`src/idc_pkg.sv`:
```
//==============================================================
// Purpose : Shared constants and types of the isolated DIO control logic
// Assumes : 250 MHz system clock, 32 input and 32 output channels
// Notes   : Offsets are Wishbone byte addresses of 32-bit words
//==============================================================
package idc_pkg;
  // ============================================================
  // Timing
  localparam int          CLK_PERIOD_NS = 4;
  localparam int          SAMPLE_NS     = 100;
  localparam int          SAMPLE_CYC    = (SAMPLE_NS + CLK_PERIOD_NS - 1) / CLK_PERIOD_NS;
  localparam logic [4:0]  SDIV_TOP      = 5'(SAMPLE_CYC - 1);
  // ============================================================
  // Widths
  localparam int          CH_W          = 32;
  localparam int          PORT_W        = CH_W / 8;
  localparam int          ID_W          = 4;
  localparam int          PIN_W         = CH_W + ID_W + 2;
  localparam int          FDIV_LSB      = 16;
  // ============================================================
  // Register offsets
  localparam logic [7:0]  OFS_CARD_ID   = 8'h00;
  localparam logic [7:0]  OFS_INT_STATE = 8'h04;
  localparam logic [7:0]  OFS_RISE_EN   = 8'h08;
  localparam logic [7:0]  OFS_FALL_EN   = 8'h0C;
  localparam logic [7:0]  OFS_PORT_ID   = 8'h10;
  localparam logic [7:0]  OFS_FILT_EN   = 8'h14;
  localparam logic [7:0]  OFS_FILT_PRE  = 8'h18;
  localparam logic [7:0]  OFS_WDG_CTRL  = 8'h1C;
  localparam logic [7:0]  OFS_WDG_CLR   = 8'h20;
  localparam logic [7:0]  OFS_WDG_TMO   = 8'h24;
  localparam logic [7:0]  OFS_WDG_SAFE  = 8'h28;
  localparam logic [7:0]  OFS_DOUT      = 8'h2C;
  localparam logic [7:0]  OFS_EE_CTRL   = 8'h30;
  // ============================================================
  // Fields and reset values
  localparam int          WDG_EN_BIT    = 0;
  localparam int          WDG_EXP_BIT   = 1;
  localparam logic [31:0] RST_WORD      = 32'h0000_0000;
  localparam logic [31:0] RST_FILT_PRE  = 32'h0001_0000;
  // ============================================================
  // Types
  typedef struct packed {
    logic        cyc;
    logic        stb;
    logic        we;
    logic [3:0]  sel;
    logic [7:0]  adr;
    logic [31:0] dat;
  } idc_wb_req_t;

  typedef struct packed {
    logic [CH_W-1:0] prev;
    logic [CH_W-1:0] out;
  } idc_filt_t;

  typedef struct packed {
    logic [4:0]       sdiv;
    logic [15:0]      fdiv;
    logic [PIN_W-1:0] s1;
    logic [PIN_W-1:0] s2;
    logic [PIN_W-1:0] s3;
    logic [PIN_W-1:0] q;
    logic             hot_prev;
    logic [CH_W-1:0]  smp;
    logic [CH_W-1:0]  chan_prev;
    logic [CH_W-1:0]  int_state;
    logic [CH_W-1:0]  rise_en;
    logic [CH_W-1:0]  fall_en;
    logic [CH_W-1:0]  filt_en;
    logic [31:0]      filt_pre;
    logic             wdg_en;
    logic             wdg_exp;
    logic [31:0]      wdg_cnt;
    logic [31:0]      wdg_tmo;
    logic [CH_W-1:0]  safe;
    logic [CH_W-1:0]  dout;
    logic [CH_W-1:0]  pout;
    logic             boot;
    logic             ee_store;
    logic [CH_W-1:0]  ee_data;
    logic             ack;
    logic [31:0]      rdat;
  } idc_state_t;
endpackage

```
`src/idc_top.sv`:
```
//==============================================================
// Purpose : Control logic of an isolated digital I/O card
// Assumes : Classic Wishbone slave, one 250 MHz clock
// Notes   : Field pins pass a three-stage synchroniser
//==============================================================
`timescale 1ns/10ps
// Operation
// - Card identifier readable, switch on reads 0, top position is MSB.
// - Each input can interrupt, rising and falling edges enabled separately.
// - All interrupt sources merge onto one interrupt request line.
// - State, rising enable, falling enable and port identify registers govern interrupts.
// - Filter passes pulses of one interval, blocks half interval or less.
// - Filtering enabled per channel; all share one programmable interval.
// - Inputs are sampled on every 100 ns sample clock edge.
// - A counter makes the filter clock at half the filter interval.
// - New filtered level needs two consecutive filter clock edges agreeing.
// - Filter clock divisor is upper 16 bits of the preset register.
// - Rise and fall filtered alike; passing takes up to one interval.
// - On timeout outputs take safe pattern until disabled and rewritten.
// - After expiry all output writes are dropped until watchdog disabled.
// - Watchdog timeout is a 32-bit count of 100 ns ticks.
// - At power-up outputs take the pattern held in the EEPROM.
// - Software stores the power-up pattern through the EEPROM control register.
// - Hardware reset forces every output off.
// - Hot reset keeps outputs or loads defaults, chosen by jumper.
module idc_top (
  input  wire logic                       clk_i,                     // System clock
  input  wire logic                       rst_i,                     // Synchronous reset, high
  input  wire idc_pkg::idc_wb_req_t       wb_req_i,                  // Wishbone request group
  output logic                            wb_ack_o,                  // Wishbone acknowledge
  output logic [31:0]                     wb_dat_o,                  // Wishbone read data
  input  wire logic [idc_pkg::ID_W-1:0]   id_select_switch_i,        // DIP positions, high = on
  input  wire logic                       hot_reset_select_jumper_i, // High keeps outputs
  input  wire logic                       hot_reset_i,               // Hot reset request pin
  input  wire logic [idc_pkg::CH_W-1:0]   din_i,                     // Isolated input pins
  output logic      [idc_pkg::CH_W-1:0]   dout_o,                    // Output pins, high = sink
  output logic                            irq_o,                     // Host interrupt request
  input  wire logic [idc_pkg::CH_W-1:0]   ee_pattern_i,              // Stored power-up pattern
  output logic                            ee_store_o,                // Store strobe to EEPROM
  output logic      [idc_pkg::CH_W-1:0]   ee_data_o                  // Pattern to store
);
  idc_pkg::idc_state_t               st;
  idc_pkg::idc_state_t               next_st;
  logic                              stick;
  logic                              ftick;
  logic [15:0]                       fdiv_top;
  logic [idc_pkg::CH_W-1:0]          filt;
  logic [idc_pkg::CH_W-1:0]          chan;
  logic [idc_pkg::CH_W-1:0]          edge_ev;
  logic [idc_pkg::ID_W-1:0]          id_q;
  logic                              jump_q;
  logic                              hot_q;
  logic                              wb_req;
  logic                              wb_wr;
  logic [7:0]                        wb_ofs;
  logic [idc_pkg::PORT_W-1:0]        port_id;

  // ============================================================
  // Byte lane merge of a write into a stored word
  function automatic logic [31:0] merge(input logic [31:0] old, input logic [31:0] wd,
                                        input logic [3:0] sel);
    logic [31:0] res;
    res = old;
    for (int b = 0; b < 4; b++) begin
      if (sel[b]) begin
        res[8*b +: 8] = wd[8*b +: 8];
      end
    end
    return res;
  endfunction

  // ============================================================
  // Qualified pins and derived ticks
  assign id_q     = st.q[idc_pkg::CH_W +: idc_pkg::ID_W];
  assign jump_q   = st.q[idc_pkg::PIN_W-2];
  assign hot_q    = st.q[idc_pkg::PIN_W-1];
  assign stick    = (st.sdiv == 5'h00);
  assign fdiv_top = (st.filt_pre[idc_pkg::FDIV_LSB +: 16] == 16'h0000) ? 16'h0000
                  : st.filt_pre[idc_pkg::FDIV_LSB +: 16] - 16'h0001;
  assign ftick    = stick && (st.fdiv == 16'h0000);

  // Filtered or sampled value per channel, then enabled edges
  assign chan     = (st.filt_en & filt) | (~st.filt_en & st.smp);
  assign edge_ev  = (chan & ~st.chan_prev & st.rise_en)
                  | (~chan & st.chan_prev & st.fall_en);

  // Port identify: one bit per group of eight pending channels
  always_comb begin
    for (int p = 0; p < idc_pkg::PORT_W; p++) begin
      port_id[p] = |st.int_state[8*p +: 8];
    end
  end

  // Bus decode
  assign wb_req = wb_req_i.cyc && wb_req_i.stb;
  assign wb_wr  = wb_req && wb_req_i.we && st.ack;
  assign wb_ofs = {wb_req_i.adr[7:2], 2'b00};

  // ============================================================
  // Filter of all input channels
  idc_filter #(
    .N      (idc_pkg::CH_W)
  ) u_filter (
    .clk_i  (clk_i),
    .rst_i  (rst_i),
    .tick_i (ftick),
    .smp_i  (st.smp),
    .filt_o (filt)
  );

  // ============================================================
  // Next state
  always_comb begin
    next_st          = st;
    next_st.ee_store = 1'b0;

    // Pin synchroniser, change taken once stages two and three agree
    next_st.s1 = {hot_reset_i, hot_reset_select_jumper_i, id_select_switch_i, din_i};
    next_st.s2 = st.s1;
    next_st.s3 = st.s2;
    next_st.q  = (st.s2 & st.s3) | (st.q & (st.s2 | st.s3));
    next_st.hot_prev = hot_q;

    // Sample clock divider and input sampling
    next_st.sdiv = stick ? idc_pkg::SDIV_TOP : st.sdiv - 5'h01;
    if (stick) begin
      next_st.smp  = st.q[idc_pkg::CH_W-1:0];
      next_st.fdiv = (st.fdiv == 16'h0000) ? fdiv_top : st.fdiv - 16'h0001;
    end

    // Sticky interrupt bits, a new edge wins over a clear
    next_st.chan_prev = chan;
    next_st.int_state = st.int_state | edge_ev;

    // Watchdog countdown in 100 ns ticks
    if (stick && st.wdg_en && !st.wdg_exp) begin
      if (st.wdg_cnt == 32'h0000_0000) begin
        next_st.wdg_exp = 1'b1;
      end else begin
        next_st.wdg_cnt = st.wdg_cnt - 32'h0000_0001;
      end
    end

    // Power-up load of the stored pattern
    if (st.boot) begin
      next_st.boot = 1'b0;
      next_st.dout = ee_pattern_i;
    end

    // Hot reset: jumper high keeps outputs, low reloads defaults
    if (hot_q && !st.hot_prev && !jump_q) begin
      next_st.dout    = ee_pattern_i;
      next_st.wdg_en  = 1'b0;
      next_st.wdg_exp = 1'b0;
    end

    // Bus: latch read data on the request, commit writes on the ack edge
    next_st.ack = wb_req && !st.ack;
    if (wb_req && !st.ack) begin
      unique case (wb_ofs)
        idc_pkg::OFS_CARD_ID   : next_st.rdat = {28'h0000000, ~id_q};
        idc_pkg::OFS_INT_STATE : next_st.rdat = st.int_state;
        idc_pkg::OFS_RISE_EN   : next_st.rdat = st.rise_en;
        idc_pkg::OFS_FALL_EN   : next_st.rdat = st.fall_en;
        idc_pkg::OFS_PORT_ID   : next_st.rdat = {28'h0000000, port_id};
        idc_pkg::OFS_FILT_EN   : next_st.rdat = st.filt_en;
        idc_pkg::OFS_FILT_PRE  : next_st.rdat = st.filt_pre;
        idc_pkg::OFS_WDG_CTRL  : next_st.rdat = {30'h0, st.wdg_exp, st.wdg_en};
        idc_pkg::OFS_WDG_TMO   : next_st.rdat = st.wdg_tmo;
        idc_pkg::OFS_WDG_SAFE  : next_st.rdat = st.safe;
        idc_pkg::OFS_DOUT      : next_st.rdat = st.pout;
        idc_pkg::OFS_EE_CTRL   : next_st.rdat = ee_pattern_i;
        default                : next_st.rdat = idc_pkg::RST_WORD;
      endcase
    end
    if (wb_wr) begin
      unique case (wb_ofs)
        idc_pkg::OFS_INT_STATE : next_st.int_state = (st.int_state & ~(merge(32'h0, wb_req_i.dat,
                                   wb_req_i.sel))) | edge_ev;
        idc_pkg::OFS_RISE_EN   : next_st.rise_en = merge(st.rise_en, wb_req_i.dat, wb_req_i.sel);
        idc_pkg::OFS_FALL_EN   : next_st.fall_en = merge(st.fall_en, wb_req_i.dat, wb_req_i.sel);
        idc_pkg::OFS_FILT_EN   : next_st.filt_en = merge(st.filt_en, wb_req_i.dat, wb_req_i.sel);
        idc_pkg::OFS_FILT_PRE  : next_st.filt_pre = merge(st.filt_pre, wb_req_i.dat, wb_req_i.sel);
        idc_pkg::OFS_WDG_CTRL  : begin
          if (wb_req_i.sel[0]) begin
            next_st.wdg_en = wb_req_i.dat[idc_pkg::WDG_EN_BIT];
            if (wb_req_i.dat[idc_pkg::WDG_EN_BIT] && !st.wdg_en) begin
              next_st.wdg_cnt = st.wdg_tmo;
            end
          end
        end
        idc_pkg::OFS_WDG_CLR   : begin
          if (st.wdg_en && !st.wdg_exp) begin
            next_st.wdg_cnt = st.wdg_tmo;
          end
        end
        idc_pkg::OFS_WDG_TMO   : next_st.wdg_tmo = merge(st.wdg_tmo, wb_req_i.dat, wb_req_i.sel);
        idc_pkg::OFS_WDG_SAFE  : next_st.safe = merge(st.safe, wb_req_i.dat, wb_req_i.sel);
        idc_pkg::OFS_DOUT      : begin
          if (!(st.wdg_en && st.wdg_exp)) begin
            next_st.dout = merge(st.dout, wb_req_i.dat, wb_req_i.sel);
            // Expiry clears only once disabled, so a same-cycle expiry wins
            if (!st.wdg_en) begin
              next_st.wdg_exp = 1'b0;
            end
          end
        end
        idc_pkg::OFS_EE_CTRL   : begin
          next_st.ee_data  = merge(st.ee_data, wb_req_i.dat, wb_req_i.sel);
          next_st.ee_store = 1'b1;
        end
        default                : ;
      endcase
    end

    // Driven pattern: safe pattern while expired
    next_st.pout = next_st.wdg_exp ? st.safe : next_st.dout;
  end

  // Register the state; reset drives every output off
  always_ff @(posedge clk_i) begin
    if (rst_i) begin
      st          <= '0;
      st.sdiv     <= idc_pkg::SDIV_TOP;
      st.filt_pre <= idc_pkg::RST_FILT_PRE;
      st.boot     <= 1'b1;
    end else begin
      st <= next_st;
    end
  end

  // ============================================================
  // Outputs
  assign wb_ack_o   = st.ack;
  assign wb_dat_o   = st.rdat;
  assign dout_o     = st.pout;
  assign irq_o      = |st.int_state;
  assign ee_store_o = st.ee_store;
  assign ee_data_o  = st.ee_data;

  // ============================================================
  // Checks
  // Identifier read shows inverted switches
  id_read_a : assert property (@(posedge clk_i) disable iff (rst_i)
    st.ack && wb_req && !wb_req_i.we && (wb_ofs == idc_pkg::OFS_CARD_ID)
      |-> wb_dat_o[3:0] == ~$past(id_q))
    else $error("card identifier read wrong");

  // Enabled edge sets its state bit
  edge_irq_a : assert property (@(posedge clk_i) disable iff (rst_i)
    (edge_ev != '0) |=> irq_o && ((st.int_state & $past(edge_ev)) == $past(edge_ev)))
    else $error("enabled edge did not raise interrupt");

  // Pending source shows on line and port bit
  irq_merge_a : assert property (@(posedge clk_i) disable iff (rst_i)
    $rose(st.int_state[0]) |-> irq_o ##0 port_id[0])
    else $error("pending source not seen on interrupt line");

  // Sample enable followed by at least eight idle cycles
  sample_tick_a : assert property (@(posedge clk_i) disable iff (rst_i)
    stick |=> !stick [*8])
    else $error("sample tick too frequent");

  // Divided filter enable followed by at least eight idle cycles
  ftick_gap_a : assert property (@(posedge clk_i) disable iff (rst_i)
    ftick && (fdiv_top != 16'h0000) |=> !ftick [*8])
    else $error("filter tick faster than programmed");

  // Expired watchdog drives the safe pattern
  wdg_safe_a : assert property (@(posedge clk_i) disable iff (rst_i)
    st.wdg_exp && $stable(st.safe) && $past(st.wdg_exp) |-> dout_o == st.safe)
    else $error("expired watchdog not showing safe pattern");

  // Output writes dropped after expiry
  wdg_ignore_a : assert property (@(posedge clk_i) disable iff (rst_i)
    wb_wr && (wb_ofs == idc_pkg::OFS_DOUT) && st.wdg_en && st.wdg_exp |=> $stable(st.dout))
    else $error("output write taken after expiry");

  // Reset leaves every output off
  reset_off_a : assert property (@(posedge clk_i)
    rst_i |=> dout_o == '0)
    else $error("outputs not off after reset");

  // Store write gives a one-cycle strobe
  ee_store_a : assert property (@(posedge clk_i) disable iff (rst_i)
    wb_wr && (wb_ofs == idc_pkg::OFS_EE_CTRL) |=> ee_store_o ##1 !ee_store_o)
    else $error("store strobe missing");

  // Acknowledge lasts one cycle only
  ack_once_a : assert property (@(posedge clk_i) disable iff (rst_i)
    wb_ack_o |=> !wb_ack_o)
    else $error("acknowledge held too long");

  // Port identify read shows pending groups
  port_read_a : assert property (@(posedge clk_i) disable iff (rst_i)
    st.ack && wb_req && !wb_req_i.we && (wb_ofs == idc_pkg::OFS_PORT_ID)
      |-> wb_dat_o[3:0] == $past(port_id))
    else $error("port identify read wrong");

  // Only an enabled channel sets its bit
  irq_source_a : assert property (@(posedge clk_i) disable iff (rst_i)
    $rose(st.int_state[0]) |-> $past(st.rise_en[0] || st.fall_en[0]))
    else $error("state bit set without an enable");

  // Samples move only on the sample enable
  smp_tick_a : assert property (@(posedge clk_i) disable iff (rst_i)
    !$stable(st.smp) |-> $past(stick))
    else $error("inputs sampled off the sample enable");

  // Running watchdog counts one per tick
  wdg_count_a : assert property (@(posedge clk_i) disable iff (rst_i)
    stick && st.wdg_en && !st.wdg_exp && (st.wdg_cnt != 32'h0000_0000) && !wb_wr
      |=> st.wdg_cnt == $past(st.wdg_cnt) - 32'h0000_0001)
    else $error("watchdog count step wrong");

  // Exhausted count on a tick sets expiry
  wdg_expire_a : assert property (@(posedge clk_i) disable iff (rst_i)
    stick && st.wdg_en && !st.wdg_exp && (st.wdg_cnt == 32'h0000_0000)
      && !(hot_q && !st.hot_prev && !jump_q) |=> st.wdg_exp)
    else $error("watchdog did not expire");

  // Clear command reloads the timeout
  wdg_reload_a : assert property (@(posedge clk_i) disable iff (rst_i)
    wb_wr && (wb_ofs == idc_pkg::OFS_WDG_CLR) && st.wdg_en && !st.wdg_exp
      |=> st.wdg_cnt == $past(st.wdg_tmo))
    else $error("clear did not reload watchdog");

  // First cycle out of reset loads the pattern
  boot_load_a : assert property (@(posedge clk_i) disable iff (rst_i)
    st.boot |=> dout_o == $past(ee_pattern_i))
    else $error("power-up pattern not loaded");

  // Hot reset with jumper high keeps outputs
  hot_keep_a : assert property (@(posedge clk_i) disable iff (rst_i)
    hot_q && !st.hot_prev && jump_q && !wb_wr && !st.boot |=> $stable(st.dout))
    else $error("hot reset changed kept outputs");

  // Hot reset with jumper low reloads, disarms
  hot_load_a : assert property (@(posedge clk_i) disable iff (rst_i)
    hot_q && !st.hot_prev && !jump_q && !wb_wr
      |=> (st.dout == $past(ee_pattern_i)) && !st.wdg_en)
    else $error("hot reset did not reload pattern");

  // Store write hands the word to the EEPROM
  ee_data_a : assert property (@(posedge clk_i) disable iff (rst_i)
    wb_wr && (wb_ofs == idc_pkg::OFS_EE_CTRL) && (wb_req_i.sel == 4'hF)
      |=> ee_data_o == $past(wb_req_i.dat))
    else $error("store data wrong");
endmodule

```
`src/idc_filter.sv`:
```
//==============================================================
// Purpose : Two-edge glitch filter for all input channels
// Assumes : tick_i is the one-cycle filter clock enable
// Notes   : A level is taken once seen at two successive ticks
//==============================================================
`timescale 1ns/10ps
module idc_filter #(
  parameter int N = idc_pkg::CH_W
) (
  input  wire logic         clk_i,  // System clock
  input  wire logic         rst_i,  // Synchronous reset, high
  input  wire logic         tick_i, // Filter clock enable
  input  wire logic [N-1:0] smp_i,  // Sampled inputs
  output logic      [N-1:0] filt_o  // Filtered inputs
);
  idc_pkg::idc_filt_t st;
  idc_pkg::idc_filt_t next_st;

  // ============================================================
  // Next state: adopt only levels stable over two filter edges
  always_comb begin
    next_st = st;
    if (tick_i) begin
      next_st.prev = smp_i;
      next_st.out  = (smp_i & ~(smp_i ^ st.prev)) | (st.out & (smp_i ^ st.prev));
    end
  end

  // Register the state
  always_ff @(posedge clk_i) begin
    if (rst_i) begin
      st <= '0;
    end else begin
      st <= next_st;
    end
  end

  assign filt_o = st.out;

  // ============================================================
  // Checks
  filt_on_tick_a : assert property (@(posedge clk_i) disable iff (rst_i)
    !$stable(filt_o) |-> $past(tick_i))
    else $error("filtered level moved without a filter tick");
  filt_agree_a : assert property (@(posedge clk_i) disable iff (rst_i)
    $rose(filt_o[0]) |-> $past(smp_i[0]) && $past(st.prev[0]))
    else $error("filtered rise without two equal samples");
endmodule

```
`config.mk`:
```
export PLATFORM = sky130hd
export DESIGN_NAME = idc_top
export DESIGN_NICKNAME = d
export VERILOG_FILES = /design/src/idc_pkg.sv /design/src/idc_top.sv /design/src/idc_filter.sv
export SDC_FILE = /design/constraint.sdc
export NUM_CORES = 2
export LEC_CHECK = 0
export ABC_AREA = 1
export ABC_CLOCK_PERIOD_IN_PS = 2900
export BUFFER_PORTS_ARGS = -buffer_cell sky130_fd_sc_hd__buf_2
export CAP_MARGIN = 20
export CELL_PAD_IN_SITES_DETAIL_PLACEMENT = 0
export CELL_PAD_IN_SITES_GLOBAL_PLACEMENT = 2
export CORE_ASPECT_RATIO = 0.5
export CORE_MARGIN = 2
export CORE_UTILIZATION = 35
export DETAILED_ROUTE_END_ITERATION = 7
export HOLD_SLACK_MARGIN = 0.05
export PLACE_DENSITY = 0.86
export SLEW_MARGIN = 20
export SYNTH_ARGS = -nofsm -noshare
export SYNTH_HDL_FRONTEND = slang
export SYNTH_HIERARCHICAL = 1
export SYNTH_SLANG_ARGS = --single-unit
export TNS_END_PERCENT = 20
```
`constraint.sdc`:
```
create_clock -name clk_i -period 2.9 [get_ports clk_i]
set_clock_uncertainty 0.1 [all_clocks]
set_input_delay 0.435 -clock clk_i [delete_from_list [all_inputs] [get_ports clk_i]]
set_output_delay 0.435 -clock clk_i [all_outputs]
set_load 0.01 [all_outputs]
```
; After elaboration in Yosys (flattened, before gate mapping)
; Cells that the tools add are included.
[totals]
register_bits = 691
[classes]
n_mux = 77
add_sub_neg = 4
n_reduce_logical = 57
eq_ne = 12
bitwise = 26
[ops]
columns = cell, count
row1 = 32-bit two-way mux, 17
row2 = 32-bit one-hot mux with 12 select lines, 1
row3 = 8-bit two-way mux, 44
row4 = 290-bit two-way mux, 1
row5 = 32-bit AND, 9
row6 = 32-bit inverter, 5
row7 = 32-bit bitwise OR, 5
row8 = 33-bit two-way mux, 3
row9 = 3-bit AND reduction, 28
row10 = 38-bit AND, 2
row11 = 38-bit bitwise OR, 2
row12 = 67-bit two-way mux, 1
row13 = 32-bit one-hot mux with 2 select lines, 1
row14 = 16-bit zero test, 2
row15 = 32-bit zero test, 1
row16 = 16-bit two-way mux, 2
row17 = 32-bit OR reduction, 1
row18 = 8-bit OR reduction, 4
row19 = "16-bit by 1-bit subtractor with 16-bit output, second input constant", 2
row20 = "32-bit by 1-bit subtractor with 32-bit output, second input constant", 1
row21 = 32-bit XOR, 1
row22 = "6-bit by 4-bit == test with 1-bit output, second input constant", 5
row23 = "6-bit by 3-bit == test with 1-bit output, second input constant", 4
row24 = "6-bit by 2-bit == test with 1-bit output, second input constant", 2
row25 = other kinds (11), 32

; Longest topological paths before layout
[logic_depth]
depth_word = 11
depth_mapped = 15
mapped_depth_nobuf = 15

; By module
; Netlist, hierarchy kept.
[by_module_without_submodules]
columns = module, cells_per_inst, seq_area_each_um2, area_each_um2, n_inst
row1 = idc_top, 3954, 12552.0, 27931.8, 1
row2 = idc_filter, 377, 1281.2, 2795.2, 1

; Least setup slack after synthesis
; OpenSTA, ideal clock, no wires.
[synth_path]
kind = register to register
startpoint = register st[622] (netlist name)
endpoint = register (tool-made name)
path_buffers = 4
period_less_slack_ns = 2.109
slack_ns = 0.791
t_arrival_ns = 1.890
required_time_ns = 2.681
path_stages_with_launch = 12
setup_ns = 0.119
path_cell_list = dfxtp_1 inv_1 ha_1 nand3b_1 clkbuf_1 clkbuf_1 nor4_1 buf_6 buf_2 nand2_1 nand2_1 a21oi_1
[synth_rtl]
columns = item, line_no
row1 = start: declaration, idc_top.sv:42  ; idc_pkg::idc_state_t st;
row2 = start signal: assignment, idc_top.sv:228  ; st <= next_st;

; Worst setup path in the final report
[layout_path]
startpoint = register st[386] (netlist name)
endpoint = output irq_o
[layout_between]
elab_chain_cells = 1
[layout_rtl]
columns = item, line_no
row1 = 32-bit OR reduction, idc_top.sv:237  ; assign irq_o = |st.int_state;
row2 = end: declaration, idc_top.sv:37  ; output logic irq_o,
; Every way passes these cells.

==> summary.md <==
| Metric | Value |
|---|---|
| Outcome | `finished clean` |
| Reg2Reg Launch Point | `st[622]$_SDFF_PP0_` |
| Crit path required time | `2370 ps` |
| Crit-path max FO | `3` |
| Final core utilization | `0.4040` |
| 1st-iter DRT viols | `roughly 2600` |
| Clock net sink count | `between 600 and 700` |
| Vias in the first global route | `around 26000` |
| Routed WL per cell | `~18 µm` |
| Max_cap viols | `0` |
| Initial antenna violation count | `3` |
| CP bufs+invs | `1` |
| Max frequency | `around 0.36 GHz` |
| Drt pass-1 iters | `5` |
| Row count | `between 70 and 80` |
| Yosys top cell area share | `0.4502` |
| # Post-CTS Setup Buffers | `0` |
| Total track usage | `0.2224` |
| Design area | `approximately 0.035 mm²` |
| VDD IR max | `between 0.0003 and 0.0004 V` |
| Commonest non-fill, non-tap cells in the layout | `dfxtp_1 (691), nand2_1 (685), o21ai_0 (586)` |
| Die W | `approximately 420 µm` |
| DPL Wire Length | `a little over 70000 µm` |
| Layout cells sized above 1 | `0.1068` |
| Die area | `between 0.09 and 0.1 mm²` |
| Critical Path End Type | `primary output` |
| Flip-flop and latch count after synthesis | `just under 700` |
| PD cells | `581.9 mW/mm²` |
| Clk pin slew, worst setup/hold paths | `~70 ps` |
| Number of synthesized flops with an enable pin | `0` |
| Syn Inst Count | `between 4000 and 5000` |
| CTS tree | `done` |
| Post-synth top flop | `dfxtp_1` |
| Critical Path Start | `st[386]$_SDFF_PP0_` |
| Largest net degree at the start of global routing | `between 100 and 150` |
| Area Overhead vs Synth | `13.78%` |
| Final ANT Viol Nets | `0` |
| CTS buffer count | `69` |
| Root buffer cell | `clkbuf_16` |
| First-pass GRT wire length | `approximately 160000 µm` |
| Core Box Area | `0.08653 mm²` |
| RSZ-0062 raised after global routing | `false` |
| H-tree depth | `3` |
| Routability congestion estimate | `roughly 0.85` |
| Syn_nets | `approximately 4500` |
| Slowest CP cell | `or4_4` |
| Io pins | `~220` |
| Hold_sp | `wb_req_i[30]` |
| Sequential area share after synthesis | `0.4502` |
| Worst skew pair latency | `640 ps` |
| Slew Viols, Final | `0` |
| Chip Height | `roughly 210 µm` |
| Slew @ Worst Pin | `about 1100 ps` |
| # DRC | `0` |
| Synthesized area | `between 0.03 and 0.04 mm²` |
| CP Cell Sequence | `nor4_2 > nand2_1 > or4_4 > buf_2` |
| Max Buffers Root-to-Sink | `3` |
| Lkg Pwr | `14.89 nW` |
| Port Buffers | `~220` |
| Critical path class | `flip-flop to primary output` |
| Relative slew slack | `0.2661` |
| Crit share post-route | `0.9701` |
| Placed Area | `between 0.03 and 0.04 mm²` |
| Synth Warn # | `6` |
| Syn Area/Cell | `7.095 µm²` |
| Via count | `28329` |
| Routed WL | `102800 µm` |
| Crit start category | `flip-flop` |
| Via/cell ratio | `5.040` |
| Cell taking the most area after synthesis | `dfxtp_1` |
| Final Hold Fails | `0` |
| Starting Density | `0.3551` |
| Hold Crit Class | `input port to flip-flop` |
| Yosys cell types | `approximately 40` |
| Commonest non-fill, non-tap cell in the layout | `dfxtp_1` |
| Remaining Overflow, GRT | `0` |
| Synth top area cells | `dfxtp_1 (45%), o21ai_0 (9.5%), a21oi_1 (8.9%)` |
| Arr. time, crit path | `2280 ps` |
| Final Setup Violations | `0` |
| Final Critical Period | `2813 ps` |
| Fraction of registers with async set/reset | `0` |
| Total negative slack | `0 ps` |
| CP peak stage delay | `between 500 and 600 ps` |
| WHS | `108.8 ps` |
| CP top delay family | `simple AND/OR/NAND/NOR gates` |
| Nets | `4524` |
==> through the flow <==
step | cells | worst slack [ps] | power [mW]
finish | 5621 | 86.79 | 20.35
detailed placement | 5459 | 316.2 | 11.06
global route | 5621 | 17.18 | 21.12
global placement | 5459 | 316.9 | 11.05
CTS | 5619 | 18.54 | 20.57
floorplan | 4331 | 790.9 | 10.63
==> cell families (layout without fill, tap and decap cells) <==
| group | count (synthesis) | in the layout | synth area share |
|---|---|---|---|
| buf+inv | 917 | 1035 | 0.1329 |
| flops | 691 | 691 | 0.4502 |
| fa+ha+maj | 5 | 5 | 0.002036 |
| other cells | 0 | 2 | 0 |
| xor+xnor | 29 | 29 | 0.008266 |
| compound gates | 1300 | 1300 | 0.2222 |
| simple gates | 1389 | 1389 | 0.1844 |
==> sequential cells by signal, summed over array words and instances (netlist names), named ones only <==
signal	cells
wb_dat_o	32
hot_q	1
u_filter/st	32
ee_data_o	32
ee_store_o	1
wb_ack_o	1
st	447
dout_o	32
next_st	76
id_q	4
jump_q	1
==> cell type report <==
type | count | area (µm²)
diodes | 2 | 5.005
clock buffers | 92 | 1927
clock inverters | 28 | 394.1
fillers | 9063 | 51570
inverters | 567 | 2138
multi-input cells | 2723 | 12870
flip-flops and latches | 691 | 13830
well taps | 1170 | 1464
repair buffers | 348 | 2335
==> synth_stat cells, types with 33 or more instances <==
cell and number:
nand3_1 156, a31oi_1 35, clkbuf_1 135, nor2_1 439, o22ai_1 41, nand4_1 34, inv_1 543, a21oi_1 549
buf_4 138, o21ai_0 586, dfxtp_1 691, buf_2 62, a211oi_1 33, nand2_1 686
==> power breakdown <==
| part | internal, mW | switching [mW] | total, mW | leakage [nW] |
|---|---|---|---|---|
| clock network | 5.42 | 4.03 | 9.45 | 1.11 |
| logic | 0.366 | 0.801 | 1.17 | 8.18 |
| registers | 9.64 | 0.0848 | 9.73 | 5.60 |
==> worst min-delay path, cell delays in order <==
cell and delay [ps]:
buf_2 90, a21oi_1 50, o21ai_1 120, nand2_1 60, clkinv_1 60
==> path summary, 6_finish.rpt <==
check,endpoint,slack [ps],cells past startpoint
hold reg to reg,next_st[502]$_SDFF_PP0_,300,2
hold / removal,st[129]$_SDFF_PP0_,110,5
setup / recovery,irq_o,90,4
setup reg to reg,st[209]$_SDFF_PP0_,290,13
==> layer usage <==
metal,vias up,global-route usage,wire length [µm]
met5,-,0,0
met4,0,0.05755,2001
met3,118,0.03262,6357
met1,13253,0.3368,52100
met2,824,0.3271,42360
li1,14134,-,-
==> repair_timing <==
item                                    4_1_cts  5_1_grt
endpoints found under the setup margin        1        3
hold buffers                                 40        0
endpoints found under the hold margin        40        0
resized for setup                             2        3
Note: power is estimated with default switching activity, not from simulation.
